===== src/ccd_pkg.sv =====
// Constants, types and helpers for the calendar clock
// Overview of operation
// - One second per full 32768 Hz timebase count
// - Second boundary: interrupt, update fields, then tick
// - Tick event stays set until software clears it
// - Clock disabled: no advance, no ping, no tick
// - Separate fields in fixed ranges; 16-bit year
// - Day of week 3 bits; 7 means unknown
// - Host reads and writes 15-bit sub-second fraction
// - Zero command clears fraction only
// - Tied control, client setting: push time each second
// - User change of tied control loads time
// - Hourly check of selected daylight rule; apply shift
// - After shift, swap rule for seasonal counterpart
// - Selector loads build default; host may overwrite
// - Weekday rule: first such day on/after date
// - Rule table: 0 none, 1-26 advance, 33-58 retard
package ccd_pkg;

    localparam int unsigned CLK_HZ      = 25_000_000;
    localparam int unsigned TIMEBASE_HZ = 32768;
    localparam int          ACC_W       = 25;
    localparam logic [ACC_W-1:0] ACC_MOD  = ACC_W'(CLK_HZ);
    localparam logic [ACC_W-1:0] ACC_STEP = ACC_W'(TIMEBASE_HZ);

    localparam int          FRAC_W      = 15;
    localparam logic [14:0] FRAC_MAX    = 15'h7fff;
    localparam logic [14:0] FRAC_RST    = 15'h0000;

    localparam logic [5:0]  SEC_LAST    = 6'h3b;
    localparam logic [5:0]  MIN_LAST    = 6'h3b;
    localparam logic [4:0]  HOUR_LAST   = 5'h17;
    localparam logic [3:0]  MONTH_LAST  = 4'hc;
    localparam logic [2:0]  DOW_LAST    = 3'h6;
    localparam logic [2:0]  DOW_UNKNOWN = 3'h7;
    localparam logic [2:0]  DOW_ANY     = 3'h7;

    localparam logic [6:0]  DST_RULE_OFF    = 7'h00;
    localparam logic [6:0]  DST_RULE_DEFAULT = 7'h00;
    localparam logic [6:0]  DST_SEASON_FLIP = 7'h20;

    typedef struct packed {
        logic [15:0] year;
        logic [3:0]  month;
        logic [2:0]  dow;
        logic [4:0]  date;
        logic [4:0]  hour;
        logic [5:0]  min;
        logic [5:0]  sec;
    } ccd_time_t;

    localparam ccd_time_t TIME_RST = '{year: 16'h0000, month: 4'h1, dow: 3'h7,
                                       date: 5'h01, hour: 5'h00, min: 6'h00, sec: 6'h00};

    typedef struct packed {
        logic       valid;
        logic       retard;
        logic [1:0] shift;
        logic [3:0] month;
        logic [4:0] date;
        logic [2:0] dow;
        logic [4:0] hour;
    } ccd_dst_rule_t;

    typedef enum logic [1:0] {ST_IDLE, ST_UPDATE, ST_DST, ST_TICK} ccd_state_t;

    function automatic ccd_dst_rule_t ccd_rule(input logic       retard,
                                               input logic [1:0] shift,
                                               input logic [3:0] month,
                                               input logic [4:0] date,
                                               input logic [2:0] dow,
                                               input logic [4:0] hour);
        ccd_rule = '{valid: 1'b1, retard: retard, shift: shift, month: month,
                     date: date, dow: dow, hour: hour};
    endfunction : ccd_rule

    function automatic logic ccd_leap(input logic [15:0] year);
        ccd_leap = (year % 16'd4 == 16'd0)
                   && ((year % 16'd100 != 16'd0) || (year % 16'd400 == 16'd0));
    endfunction : ccd_leap

    function automatic logic [4:0] ccd_month_days(input logic [3:0]  month,
                                                  input logic [15:0] year);
        unique case (month)
            4'h2:                      ccd_month_days = ccd_leap(year) ? 5'd29 : 5'd28;
            4'h4, 4'h6, 4'h9, 4'hb:    ccd_month_days = 5'd30;
            default:                   ccd_month_days = 5'd31;
        endcase
    endfunction : ccd_month_days

endpackage : ccd_pkg


===== src/ccd_tick_gen.sv =====
// Fractional divider: 32768 Hz enable pulses from the system clock
`timescale 1ns/1ns
`default_nettype none
module ccd_tick_gen
    import ccd_pkg::*;
(
    input  wire logic clk_sys_i,
    input  wire logic rst_i,
    output logic      tb_en_o
);
    logic [ACC_W-1:0] acc_r;
    logic [ACC_W-1:0] acc_nxt;
    logic             en_r;
    logic             en_nxt;

    // Phase accumulator keeps the long-term rate exact
    always_comb begin
        if (acc_r + ACC_STEP >= ACC_MOD) begin
            acc_nxt = acc_r + ACC_STEP - ACC_MOD;
            en_nxt  = 1'b1;
        end else begin
            acc_nxt = acc_r + ACC_STEP;
            en_nxt  = 1'b0;
        end
    end

    always_ff @(posedge clk_sys_i) begin
        if (rst_i) begin
            acc_r <= '0;
            en_r  <= 1'b0;
        end else begin
            acc_r <= acc_nxt;
            en_r  <= en_nxt;
        end
    end

    assign tb_en_o = en_r;
endmodule : ccd_tick_gen
`default_nettype wire


===== src/ccd_dst_rom.sv =====
// Daylight-saving rule table with registered read
`timescale 1ns/1ns
`default_nettype none
module ccd_dst_rom
    import ccd_pkg::*;
(
    input  wire logic          clk_sys_i,
    input  wire logic [6:0]    code_i,
    output ccd_dst_rule_t      rule_o
);
    ccd_dst_rule_t e;
    ccd_dst_rule_t rule_r;

    // Fields: retard, shift, month, date, weekday (7 any), hour
    always_comb begin
        unique case (code_i)
            7'd1:  e = ccd_rule(1'b0, 2'd1, 4'd10, 5'd25, 3'd0, 5'd0);
            7'd33: e = ccd_rule(1'b1, 2'd1, 4'd3,  5'd25, 3'd0, 5'd1);
            7'd2:  e = ccd_rule(1'b0, 2'd1, 4'd4,  5'd1,  3'd0, 5'd0);
            7'd34: e = ccd_rule(1'b1, 2'd1, 4'd10, 5'd25, 3'd0, 5'd1);
            7'd3:  e = ccd_rule(1'b0, 2'd1, 4'd11, 5'd1,  3'd0, 5'd0);
            7'd35: e = ccd_rule(1'b1, 2'd1, 4'd2,  5'd15, 3'd0, 5'd1);
            7'd4:  e = ccd_rule(1'b0, 2'd1, 4'd4,  5'd1,  3'd0, 5'd0);
            7'd36: e = ccd_rule(1'b1, 2'd1, 4'd10, 5'd25, 3'd0, 5'd1);
            7'd5:  e = ccd_rule(1'b0, 2'd1, 4'd10, 5'd8,  3'd6, 5'd0);
            7'd37: e = ccd_rule(1'b1, 2'd1, 4'd3,  5'd8,  3'd6, 5'd1);
            7'd6:  e = ccd_rule(1'b0, 2'd1, 4'd4,  5'd1,  3'd7, 5'd0);
            7'd38: e = ccd_rule(1'b1, 2'd1, 4'd10, 5'd25, 3'd0, 5'd1);
            7'd7:  e = ccd_rule(1'b0, 2'd1, 4'd3,  5'd25, 3'd0, 5'd0);
            7'd39: e = ccd_rule(1'b1, 2'd1, 4'd10, 5'd25, 3'd0, 5'd1);
            7'd8:  e = ccd_rule(1'b0, 2'd1, 4'd4,  5'd24, 3'd5, 5'd0);
            7'd40: e = ccd_rule(1'b1, 2'd1, 4'd9,  5'd24, 3'd4, 5'd1);
            7'd9:  e = ccd_rule(1'b0, 2'd1, 4'd9,  5'd8,  3'd0, 5'd0);
            7'd41: e = ccd_rule(1'b1, 2'd1, 4'd4,  5'd6,  3'd0, 5'd1);
            7'd10: e = ccd_rule(1'b0, 2'd1, 4'd3,  5'd25, 3'd0, 5'd1);
            7'd42: e = ccd_rule(1'b1, 2'd1, 4'd10, 5'd25, 3'd0, 5'd2);
            7'd11: e = ccd_rule(1'b0, 2'd1, 4'd1,  5'd1,  3'd7, 5'd0);
            7'd43: e = ccd_rule(1'b1, 2'd1, 4'd7,  5'd1,  3'd7, 5'd1);
            7'd12: e = ccd_rule(1'b0, 2'd1, 4'd4,  5'd1,  3'd7, 5'd0);
            7'd44: e = ccd_rule(1'b1, 2'd1, 4'd10, 5'd1,  3'd7, 5'd1);
            7'd13: e = ccd_rule(1'b0, 2'd1, 4'd4,  5'd1,  3'd5, 5'd0);
            7'd45: e = ccd_rule(1'b1, 2'd1, 4'd9,  5'd1,  3'd5, 5'd1);
            7'd14: e = ccd_rule(1'b0, 2'd1, 4'd3,  5'd25, 3'd0, 5'd0);
            7'd46: e = ccd_rule(1'b1, 2'd1, 4'd10, 5'd25, 3'd0, 5'd1);
            7'd15: e = ccd_rule(1'b0, 2'd1, 4'd3,  5'd25, 3'd0, 5'd0);
            7'd47: e = ccd_rule(1'b1, 2'd1, 4'd10, 5'd25, 3'd0, 5'd1);
            7'd16: e = ccd_rule(1'b0, 2'd1, 4'd4,  5'd1,  3'd0, 5'd0);
            7'd48: e = ccd_rule(1'b1, 2'd1, 4'd10, 5'd25, 3'd0, 5'd1);
            7'd17: e = ccd_rule(1'b0, 2'd1, 4'd9,  5'd1,  3'd0, 5'd0);
            7'd49: e = ccd_rule(1'b1, 2'd1, 4'd4,  5'd1,  3'd0, 5'd1);
            7'd18: e = ccd_rule(1'b0, 2'd1, 4'd10, 5'd1,  3'd0, 5'd0);
            7'd50: e = ccd_rule(1'b1, 2'd1, 4'd3,  5'd15, 3'd0, 5'd1);
            7'd19: e = ccd_rule(1'b0, 2'd1, 4'd4,  5'd15, 3'd5, 5'd0);
            7'd51: e = ccd_rule(1'b1, 2'd1, 4'd10, 5'd15, 3'd5, 5'd1);
            7'd20: e = ccd_rule(1'b0, 2'd1, 4'd9,  5'd1,  3'd0, 5'd0);
            7'd52: e = ccd_rule(1'b1, 2'd1, 4'd4,  5'd1,  3'd0, 5'd1);
            7'd21: e = ccd_rule(1'b0, 2'd2, 4'd3,  5'd25, 3'd0, 5'd2);
            7'd53: e = ccd_rule(1'b1, 2'd2, 4'd10, 5'd25, 3'd0, 5'd4);
            7'd22: e = ccd_rule(1'b0, 2'd1, 4'd4,  5'd1,  3'd7, 5'd0);
            7'd54: e = ccd_rule(1'b1, 2'd1, 4'd10, 5'd1,  3'd7, 5'd1);
            7'd23: e = ccd_rule(1'b0, 2'd1, 4'd10, 5'd1,  3'd0, 5'd0);
            7'd55: e = ccd_rule(1'b1, 2'd1, 4'd3,  5'd1,  3'd0, 5'd1);
            7'd24: e = ccd_rule(1'b0, 2'd1, 4'd11, 5'd1,  3'd0, 5'd0);
            7'd56: e = ccd_rule(1'b1, 2'd1, 4'd1,  5'd25, 3'd0, 5'd1);
            7'd25: e = ccd_rule(1'b0, 2'd1, 4'd4,  5'd1,  3'd0, 5'd0);
            7'd57: e = ccd_rule(1'b1, 2'd1, 4'd10, 5'd25, 3'd0, 5'd1);
            7'd26: e = ccd_rule(1'b0, 2'd1, 4'd3,  5'd25, 3'd0, 5'd1);
            7'd58: e = ccd_rule(1'b1, 2'd1, 4'd10, 5'd25, 3'd0, 5'd2);
            default: e = '0;
        endcase
    end

    always_ff @(posedge clk_sys_i) begin
        rule_r <= e;
    end

    assign rule_o = rule_r;
endmodule : ccd_dst_rom
`default_nettype wire


===== src/ccd_rtc.sv =====
// Calendar clock core: fraction counter, rollover, daylight rule, tick
`timescale 1ns/1ns
`default_nettype none
module ccd_rtc
    import ccd_pkg::*;
(
    input  wire logic        clk_sys_i,
    input  wire logic        rst_i,
    input  wire logic        clock_enable_setting_i,
    input  wire logic        client_update_setting_i,
    input  wire logic        suspend_clock_irq_i,
    input  wire logic        time_wr_i,
    input  wire ccd_time_t   time_wdata_i,
    input  wire logic        write_subsecond_i,
    input  wire logic [14:0] subsecond_wdata_i,
    input  wire logic        zero_subsecond_i,
    input  wire logic        ui_tied_i,
    input  wire logic        ui_load_i,
    input  wire ccd_time_t   ui_time_i,
    input  wire logic        dst_wr_i,
    input  wire logic [6:0]  dst_wdata_i,
    input  wire logic        tick_clear_i,
    output ccd_time_t        current_time_fields_o,
    output logic [14:0]      read_subsecond_o,
    output logic [6:0]       dst_rule_selector_o,
    output logic             sec_irq_o,
    output logic             second_tick_event_o,
    output logic             client_push_o,
    output ccd_time_t        client_time_o
);
    logic          tb_en;
    ccd_dst_rule_t rule;
    ccd_state_t  state_r;
    ccd_state_t  state_nxt;
    ccd_time_t   time_r;
    ccd_time_t   time_nxt;
    logic [14:0] frac_r;
    logic [14:0] frac_nxt;
    logic [6:0]  dst_r;
    logic [6:0]  dst_nxt;
    logic        pend_r;
    logic        pend_nxt;
    logic        irq_r;
    logic        irq_nxt;
    logic        tick_r;
    logic        tick_nxt;
    logic        push_r;
    logic        push_nxt;
    ccd_time_t   ctime_r;
    ccd_time_t   ctime_nxt;

    logic        wrap;
    logic        start;
    logic        dow_ok;
    logic        dst_hit;
    logic [4:0]  mdays;
    logic [4:0]  date_end;

    ccd_tick_gen u_tick_gen (
        .clk_sys_i (clk_sys_i),
        .rst_i     (rst_i),
        .tb_en_o   (tb_en)
    );

    ccd_dst_rom u_dst_rom (
        .clk_sys_i (clk_sys_i),
        .code_i    (dst_r),
        .rule_o    (rule)
    );

    // First matching weekday on or after rule date
    always_comb begin
        date_end = rule.date + 5'd6;
        if (rule.dow == DOW_ANY) begin
            dow_ok = (time_r.date == rule.date);
        end else begin
            dow_ok = (time_r.dow == rule.dow) && (time_r.date >= rule.date)
                     && (time_r.date <= date_end);
        end
        dst_hit = rule.valid && (time_r.min == 6'h00) && (time_r.sec == 6'h00)
                  && (time_r.hour == rule.hour) && (time_r.month == rule.month)
                  && dow_ok;
        mdays = ccd_month_days(time_r.month, time_r.year);
    end

    always_comb begin
        state_nxt = state_r;
        time_nxt  = time_r;
        frac_nxt  = frac_r;
        dst_nxt   = dst_r;
        pend_nxt  = pend_r;
        irq_nxt   = 1'b0;
        tick_nxt  = tick_r;
        push_nxt  = 1'b0;
        ctime_nxt = ctime_r;

        // Wrap past maximum marks the second boundary
        wrap = clock_enable_setting_i && tb_en && (frac_r == FRAC_MAX);
        if (clock_enable_setting_i && tb_en) begin
            frac_nxt = frac_r + 15'd1;
        end
        if (write_subsecond_i) begin
            frac_nxt = subsecond_wdata_i;
        end else if (zero_subsecond_i) begin
            frac_nxt = FRAC_RST;
        end

        // Boundaries wait out a host suspend
        if (wrap) begin
            pend_nxt = 1'b1;
        end
        start = (wrap || pend_r) && !suspend_clock_irq_i && (state_r == ST_IDLE);
        if (!clock_enable_setting_i) begin
            pend_nxt = 1'b0;
            start    = 1'b0;
        end

        unique case (state_r)
            ST_IDLE: begin
                if (start) begin
                    pend_nxt  = 1'b0;
                    irq_nxt   = 1'b1;
                    state_nxt = ST_UPDATE;
                end
            end
            ST_UPDATE: begin
                // Carry chain from seconds up to year
                if (time_r.sec != SEC_LAST) begin
                    time_nxt.sec = time_r.sec + 6'd1;
                end else begin
                    time_nxt.sec = 6'h00;
                    if (time_r.min != MIN_LAST) begin
                        time_nxt.min = time_r.min + 6'd1;
                    end else begin
                        time_nxt.min = 6'h00;
                        if (time_r.hour != HOUR_LAST) begin
                            time_nxt.hour = time_r.hour + 5'd1;
                        end else begin
                            time_nxt.hour = 5'h00;
                            if (time_r.dow == DOW_UNKNOWN) begin
                                time_nxt.dow = DOW_UNKNOWN;
                            end else if (time_r.dow == DOW_LAST) begin
                                time_nxt.dow = 3'h0;
                            end else begin
                                time_nxt.dow = time_r.dow + 3'd1;
                            end
                            if (time_r.date < mdays) begin
                                time_nxt.date = time_r.date + 5'd1;
                            end else begin
                                time_nxt.date = 5'h01;
                                if (time_r.month < MONTH_LAST) begin
                                    time_nxt.month = time_r.month + 4'd1;
                                end else begin
                                    time_nxt.month = 4'h1;
                                    time_nxt.year  = time_r.year + 16'd1;
                                end
                            end
                        end
                    end
                end
                state_nxt = ST_DST;
            end
            ST_DST: begin
                if (dst_hit) begin
                    if (rule.retard) begin
                        time_nxt.hour = time_r.hour - {3'h0, rule.shift};
                    end else begin
                        time_nxt.hour = time_r.hour + {3'h0, rule.shift};
                    end
                    dst_nxt = dst_r ^ DST_SEASON_FLIP;
                end
                state_nxt = ST_TICK;
            end
            ST_TICK: begin
                tick_nxt = 1'b1;
                if (ui_tied_i && client_update_setting_i) begin
                    push_nxt  = 1'b1;
                    ctime_nxt = time_r;
                end
                state_nxt = ST_IDLE;
            end
        endcase

        // Writes override the carry update
        if (time_wr_i) begin
            time_nxt = time_wdata_i;
        end else if (ui_tied_i && ui_load_i) begin
            time_nxt = ui_time_i;
        end
        if (dst_wr_i) begin
            dst_nxt = dst_wdata_i;
        end

        // Set wins over a same-cycle clear
        if (tick_clear_i && (state_r != ST_TICK)) begin
            tick_nxt = 1'b0;
        end
    end

    always_ff @(posedge clk_sys_i) begin
        if (rst_i) begin
            state_r <= ST_IDLE;
            time_r  <= TIME_RST;
            frac_r  <= FRAC_RST;
            dst_r   <= DST_RULE_DEFAULT;
            pend_r  <= 1'b0;
            irq_r   <= 1'b0;
            tick_r  <= 1'b0;
            push_r  <= 1'b0;
            ctime_r <= TIME_RST;
        end else begin
            state_r <= state_nxt;
            time_r  <= time_nxt;
            frac_r  <= frac_nxt;
            dst_r   <= dst_nxt;
            pend_r  <= pend_nxt;
            irq_r   <= irq_nxt;
            tick_r  <= tick_nxt;
            push_r  <= push_nxt;
            ctime_r <= ctime_nxt;
        end
    end

    assign current_time_fields_o = time_r;
    assign read_subsecond_o      = frac_r;
    assign dst_rule_selector_o   = dst_r;
    assign sec_irq_o             = irq_r;
    assign second_tick_event_o   = tick_r;
    assign client_push_o         = push_r;
    assign client_time_o         = ctime_r;
endmodule : ccd_rtc
`default_nettype wire


===== config.mk =====
export PLATFORM = sky130hd
export DESIGN_NAME = ccd_rtc
export DESIGN_NICKNAME = d
export VERILOG_FILES = /design/src/ccd_pkg.sv /design/src/ccd_tick_gen.sv /design/src/ccd_dst_rom.sv /design/src/ccd_rtc.sv
export SDC_FILE = /design/constraint.sdc
export NUM_CORES = 1
export LEC_CHECK = 0
export BUFFER_PORTS_ARGS = -buffer_cell sky130_fd_sc_hd__clkbuf_2
export CAP_MARGIN = 20
export CORE_MARGIN = 2
export CORE_UTILIZATION = 35
export CTS_CLUSTER_SIZE = 14
export DETAILED_ROUTE_END_ITERATION = 7
export PLACE_DENSITY_LB_ADDON = 0.08
export SETUP_SLACK_MARGIN = 0.02
export SLEW_MARGIN = 20
export SYNTH_ARGS = -nofsm -noshare
export SYNTH_HDL_FRONTEND = slang
export SYNTH_SLANG_ARGS = --single-unit

===== constraint.sdc =====
create_clock -name clk_sys_i -period 7.5 [get_ports clk_sys_i]
set_clock_uncertainty 0.1 [all_clocks]
set_input_delay 0.75 -clock clk_sys_i [delete_from_list [all_inputs] [get_ports clk_sys_i]]
set_output_delay 0.75 -clock clk_sys_i [all_outputs]
set_load 0.005 [all_outputs]

After elaboration in Yosys (flattened, before gate mapping) --
Memory sizes are Yosys's and may differ from the RTL's. A register that Yosys moved wholly into a read port is not among the register bits. Index checks and enable logic that the tools add are counted. Widths: inputs -> output; s select.
Operators by class: $add $sub $neg 13, divide/modulo/power cells 2, magnitude comparators 5, equality and inequality tests 29, muxes and demuxes 39, bitwise gates (word level) 3, reductions and logical operators 40
Operators with widths (count):
- $mux 45 | 2
- $mux 28 | 2
- $mux 15 | 3
- $mux 39 | 1
- $mux 33 | 1
- $logic_not 16->1 | 2
- $add 25x16->25 const B | 1
- $ge 25x25->1 const B | 1
- $mux 25 | 1
- $sub 25x25->25 const B | 1
- $mux 6 | 4
- $mux 20 | 1
- $mux 5 | 4
- $add 16x1->16 const B | 1
- $mod 16x7->16 const B | 1
- $mod 16x9->16 const B | 1
- $mux 16 | 1
- $reduce_bool 16->1 | 1
- $add 15x1->15 const B | 1
- $eq 15x15->1 const B | 1
- $logic_and 1x1->1 | 15
- $ne 3x2->1 const B | 5
- $add 6x1->6 const B | 2
- $logic_not 6->1 | 2
- 45 further kinds | 76
Word-level totals: register bits 149, bits in read-only memories 1216, output and inout bits 115, memories kept 1
Memory list:
- (name not given) | words 64, width 19, read ports 1, clocked after memory_dff 1, write ports 0, RTL line ccd_dst_rom.sv:16 | unique case (code_i)

Logic depth before layout (Yosys ltp) --
depth after elaboration 14, depth in mapped cells 26

Cells and area by module --
Synthesis repeated with hierarchy kept, for this count alone.
Unflattened totals: cells, all modules 1601, area total of the unflattened synthesis 12036.5 um2
By module, submodules not included:
- ccd_rtc | times used 1, cells each 1265, area an instance 9335.2 um2, sequential area each 2362.3 um2
- ccd_dst_rom | times used 1, cells each 179, area an instance 1405.1 um2, sequential area each 360.3 um2
- ccd_tick_gen | times used 1, cells each 157, area an instance 1296.2 um2, sequential area each 400.4 um2

Least setup slack after synthesis --
No wires, ideal clock.
path type register -> register, start point register time_r, in the netlist current_time_fields_o[43], end point register time_r, in the netlist current_time_fields_o[21], library setup time 0.086 ns, arrival time 5.597 ns, slack 1.717 ns, stages on the path, launching flop included 22, clock period less this slack 5.783 ns, path through dfxtp_1 > buf_6 > nor2b_1 > a22o_1 > o31ai_4 > a21oi_1 > or3_4 > a2111oi_4 > nor2_2 > a221oi_4 > a311oi_2 > a211oi_4 > a21oi_1 > mux2i_1 > o211ai_1 > a21o_1 > a211o_1 > a21oi_1 > mux2_2 > o2111a_1 > or4_1 > a221oi_2
Between the ends: cells in the longest elaborated chain, start to end 14, elaborated cells between the ends (all ways) 16, those cells by class div (2); order compare (1); mux (9); reduce/logical (4)
Ends and longest elaborated chain:
- from (decl) | RTL line ccd_rtc.sv:35 | ccd_time_t time_r;
- from (signal assigned) | RTL line ccd_rtc.sv:213 | time_r <= time_nxt;
- $mod 16x7->16 / $mod 16x9->16 (equally long branches) | RTL line ccd_pkg.sv:79 | && ((year % 16'd100 != 16'd0) || (year % 16'd400 == 16'd0));
- $reduce_bool 16->1 / $logic_not 16->1 (equally long branches) | RTL line ccd_pkg.sv:79
- $logic_or 1x1->1 * | RTL line ccd_pkg.sv:79
- $logic_and 1x1->1 * | RTL line ccd_pkg.sv:79
- $mux 1 * | RTL line ccd_pkg.sv:85 | 4'h2: ccd_month_days = ccd_leap(year) ? 5'd29 : 5'd28;
- $pmux 2 s2 * | RTL line ccd_pkg.sv:84 | unique case (month)
- $lt 5x5->1 * | RTL line ccd_rtc.sv:147 | if (time_r.date < mdays) begin
- $mux 5 * | RTL line ccd_rtc.sv:147
- $mux 28 * | RTL line ccd_rtc.sv:136 | if (time_r.hour != HOUR_LAST) begin
- $mux 33 * | RTL line ccd_rtc.sv:132 | if (time_r.min != MIN_LAST) begin
- $mux 39 * | RTL line ccd_rtc.sv:128 | if (time_r.sec != SEC_LAST) begin
- $mux 28 * | RTL line ccd_rtc.sv:118 | unique case (state_r)
- $mux 45 * | RTL line ccd_rtc.sv:187 | end else if (ui_tied_i && ui_load_i) begin
- $mux 45 * | RTL line ccd_rtc.sv:185 | if (time_wr_i) begin
Every way passes the cells marked *; elsewhere a longest branch is shown, timed or not. The select of a mux whose other input is x is not followed. A chain may end at the register's enable or synchronous reset.

Final worst setup path --
start point register time_r, in the netlist current_time_fields_o[40], end point register time_r, in the netlist current_time_fields_o[17]
The elaborated chain is that of the path after synthesis.

==> impl_metrics.json <==
{
  "cts_sinks": 156,
  "worst_setup_path_end_kind": "flip-flop",
  "grt.total_usage_pct": 22.0,
  "drc": 0,
  "routedWlPerCell_um": 17.9,
  "hold_class": "flip-flop to flip-flop",
  "worst_pin_slew_ps": 1090,
  "ant_nets": 0,
  "grt_pass1_vias": 11171,
  "critPathMaxFanout": 15,
  "vias_per_cell": 5.48,
  "hold_buffers": 0,
  "dpl_cell_area_um2": 13100,
  "core_area_um2": 32700,
  "grt_max_degree": 91,
  "insertion_delay_ps": 460,
  "port_buffers": 238,
  "hold_viol": 0,
  "ys_types": 105,
  "synth.top_cell.area_share_pct": 26.7,
  "die_w_um": 187,
  "synth.top_cells.by_area": "dfxtp_1 (27%), a21oi_1 (7.5%), nand2_1 (6.4%), nor2_1 (5.6%), ha_1 (4.6%)",
  "synth.most_common_cell": "nand2_1",
  "required_ps": 7740,
  "maxCapViolCount": 0,
  "num_vias": 12104,
  "finalSetupViolCount": 0,
  "yosysTopAreaCell": "dfxtp_1",
  "ys_seq_area_share_pct": 26.7,
  "htree_levels": 4,
  "grt_overflow": 0,
  "setup_slack_ps": 667,
  "start_util_pct": 35.7,
  "worst-setup-path-type": "flip-flop to flip-flop",
  "startpoint": "current_time_fields_o[40]",
  "fmax_mhz": 146,
  "place_congestion": 0.882,
  "worst_hold_slack_ps": 354,
  "synth_nets": 1753,
  "power_mw": 3.40,
  "synth-edff-count": 0,
  "avgSynthCellArea_um2": 7.37,
  "drt-total-wl_um": 39400,
  "cellPowerDensity_nw_per_um2": 247,
  "rsz0062_at_grt": "false",
  "hpwl_um": 29000,
  "stdcell_area_um2": 13800,
  "relSlewSlack_pct": 27.1,
  "grt_pass1_wl_um": 62200,
  "tritoncts": "yes",
  "r2r_start": "current_time_fields_o[40]",
  "synth_seq_cells": 156,
  "finalCritPeriodShare_pct": 91.1,
  "area_delta_synth_final_pct": 17.9,
  "irDropWorstVdd_uv": 161,
  "die_y_um": 187,
  "ys.flop_type": "dfxtp_1",
  "tns_ps": 0,
  "min_from": "client_time_o[40]",
  "fillCellCount": 3480,
  "grt_antenna_before_repair": 1,
  "rows": 66,
  "die_area_um2": 34900,
  "cts_buffers": 17,
  "nets": 1919,
  "synthesis.area_um2": 11700,
  "dr.first_iter.drc_count": 853,
  "leakage_nw": 5.52,
  "cts_root_buf": "clkbuf_16",
  "clkSlewWorstSetupHoldPaths_ps": 70,
  "outcome": "completed",
  "drt-pass1-iter-count": 6,
  "period_minus_slack_ps": 6830,
  "startpoint_type": "flip-flop",
  "finalMaxSlewViolations": 0,
  "worstPathArrival_ps": 7070,
  "netlist_instances": 1585,
  "pre_cts_ws_ps": 367,
  "yosys_warnings": 0,
  "synth_top_cells_by_count": "nand2_1 (200), a21oi_1 (175), nor2_1 (173), dfxtp_1 (156), clkbuf_1 (79)",
  "async_reset_ff_share_pct": 0,
  "drive_gt1_share_pct": 20.5,
  "ios": 239,
  "clock_path_buffers": 2
}
[what timing repair did]
item | 4_1_cts | 5_1_grt
buffers inserted | 0 | 2
gates resized for setup | 0 | 4
endpoints found under the setup margin | 0 | 9
[layout make-up]
type	count	area, um^2	share of cell area (%)
multi-input combinational	1267	7930	57.5
sequential	156	3130	22.7
timing repair buffer	263	1380	10.0
tap	442	553	4.01
clock buffer	18	439	3.19
clock inverter	14	176	1.28
inverter	46	173	1.25
antenna	1	2.50	0.0182
[placed cells by master, fill, tap and decap left out, types with 8 or more instances in the layout]
cell type / instances
a21oi_1: 174
o21ai_1: 9
buf_4: 26
nor3_1: 42
a22oi_1: 15
o21ai_0: 65
nor2b_1: 19
nand2b_1: 16
a22o_1: 8
clkbuf_16: 17
a21o_1: 13
and2_1: 13
o221ai_1: 8
clkbuf_2: 236
xnor2_1: 44
and3_1: 16
o31ai_1: 9
nand2_1: 199
mux2i_1: 18
o211ai_1: 18
a31oi_1: 20
nand4_1: 16
nand3b_1: 12
dfxtp_1: 152
inv_1: 43
nand3_1: 51
a211oi_1: 52
nor2_1: 173
ha_1: 43
or3_1: 10
mux2_2: 8
nor4_1: 8
xor2_1: 27
[sequential cells by signal, summed over array words and instances, names as in the netlist, 2 cells and up, named ones only]
signal	cells
u_dst_rom.rule_o	18
u_tick_gen.acc_r	19
client_time_o	45
read_subsecond_o	15
state_r	2
dst_rule_selector_o	7
current_time_fields_o	44
[stage by stage]
stage,std cells,util (%)
final,2207,42.1
after global routing,2207,42.1
after global placement,2172,40.2
after detailed placement,2172,40.2
after floorplan,1585,-
after CTS,2204,42.1
[power by group]
| group | switching (mW) | internal (mW) |
|---|---|---|
| clock | 0.413 | 0.514 |
| sequential | 0.0972 | 0.872 |
| combinational | 0.885 | 0.618 |
| total | 1.39 | 2.00 |
[worst max-delay path, stage by stage, from the launching register on]
cell,delay (ps)
dfxtp_1,480
buf_4,270
o31ai_2,450
a221oi_2,160
a31oi_1,240
o31ai_1,140
a211o_1,350
o211a_1,290
or2_1,240
or3_1,500
a311oi_1,450
a211oi_4,90
nand2_1,130
o31a_1,420
nand2_1,120
o41a_1,370
a311oi_2,470
nor4_1,110
mux2_4,290
o211ai_1,400
a31oi_1,250
o32a_1,390
[kinds of logic (layout without fill, tap and decap cells)]
logic type	after synthesis	in the layout	synth area share [%]
xor+xnor	73	73	5.60
buf+inv	162	341	5.68
flops	156	156	26.7
mux	27	27	2.44
other cells	0	1	0
compound gates	498	498	29.4
fa+ha+maj	46	46	4.95
simple gates	623	623	25.2
[per-layer routing]
layer | part of all wire, % | GRT usage (%) | wire, um
met2 | 48 | 36.9 | 18800
met3 | 4.2 | 2.92 | 1650
met1 | 45 | 28.4 | 17800
met4 | 3.1 | 8.97 | 1210
met5 | 0 | 0 | 0
[final timing paths]
check                                            endpoint  slack (ps)  cells after the start
worst max-delay path            current_time_fields_o[17]         670                     21
worst min-delay path                    client_time_o[40]         350                      2
worst max register to register  current_time_fields_o[17]         670                     21
worst min register to register          client_time_o[40]         350                      2
Note: power is estimated with default switching activity, not from simulation.
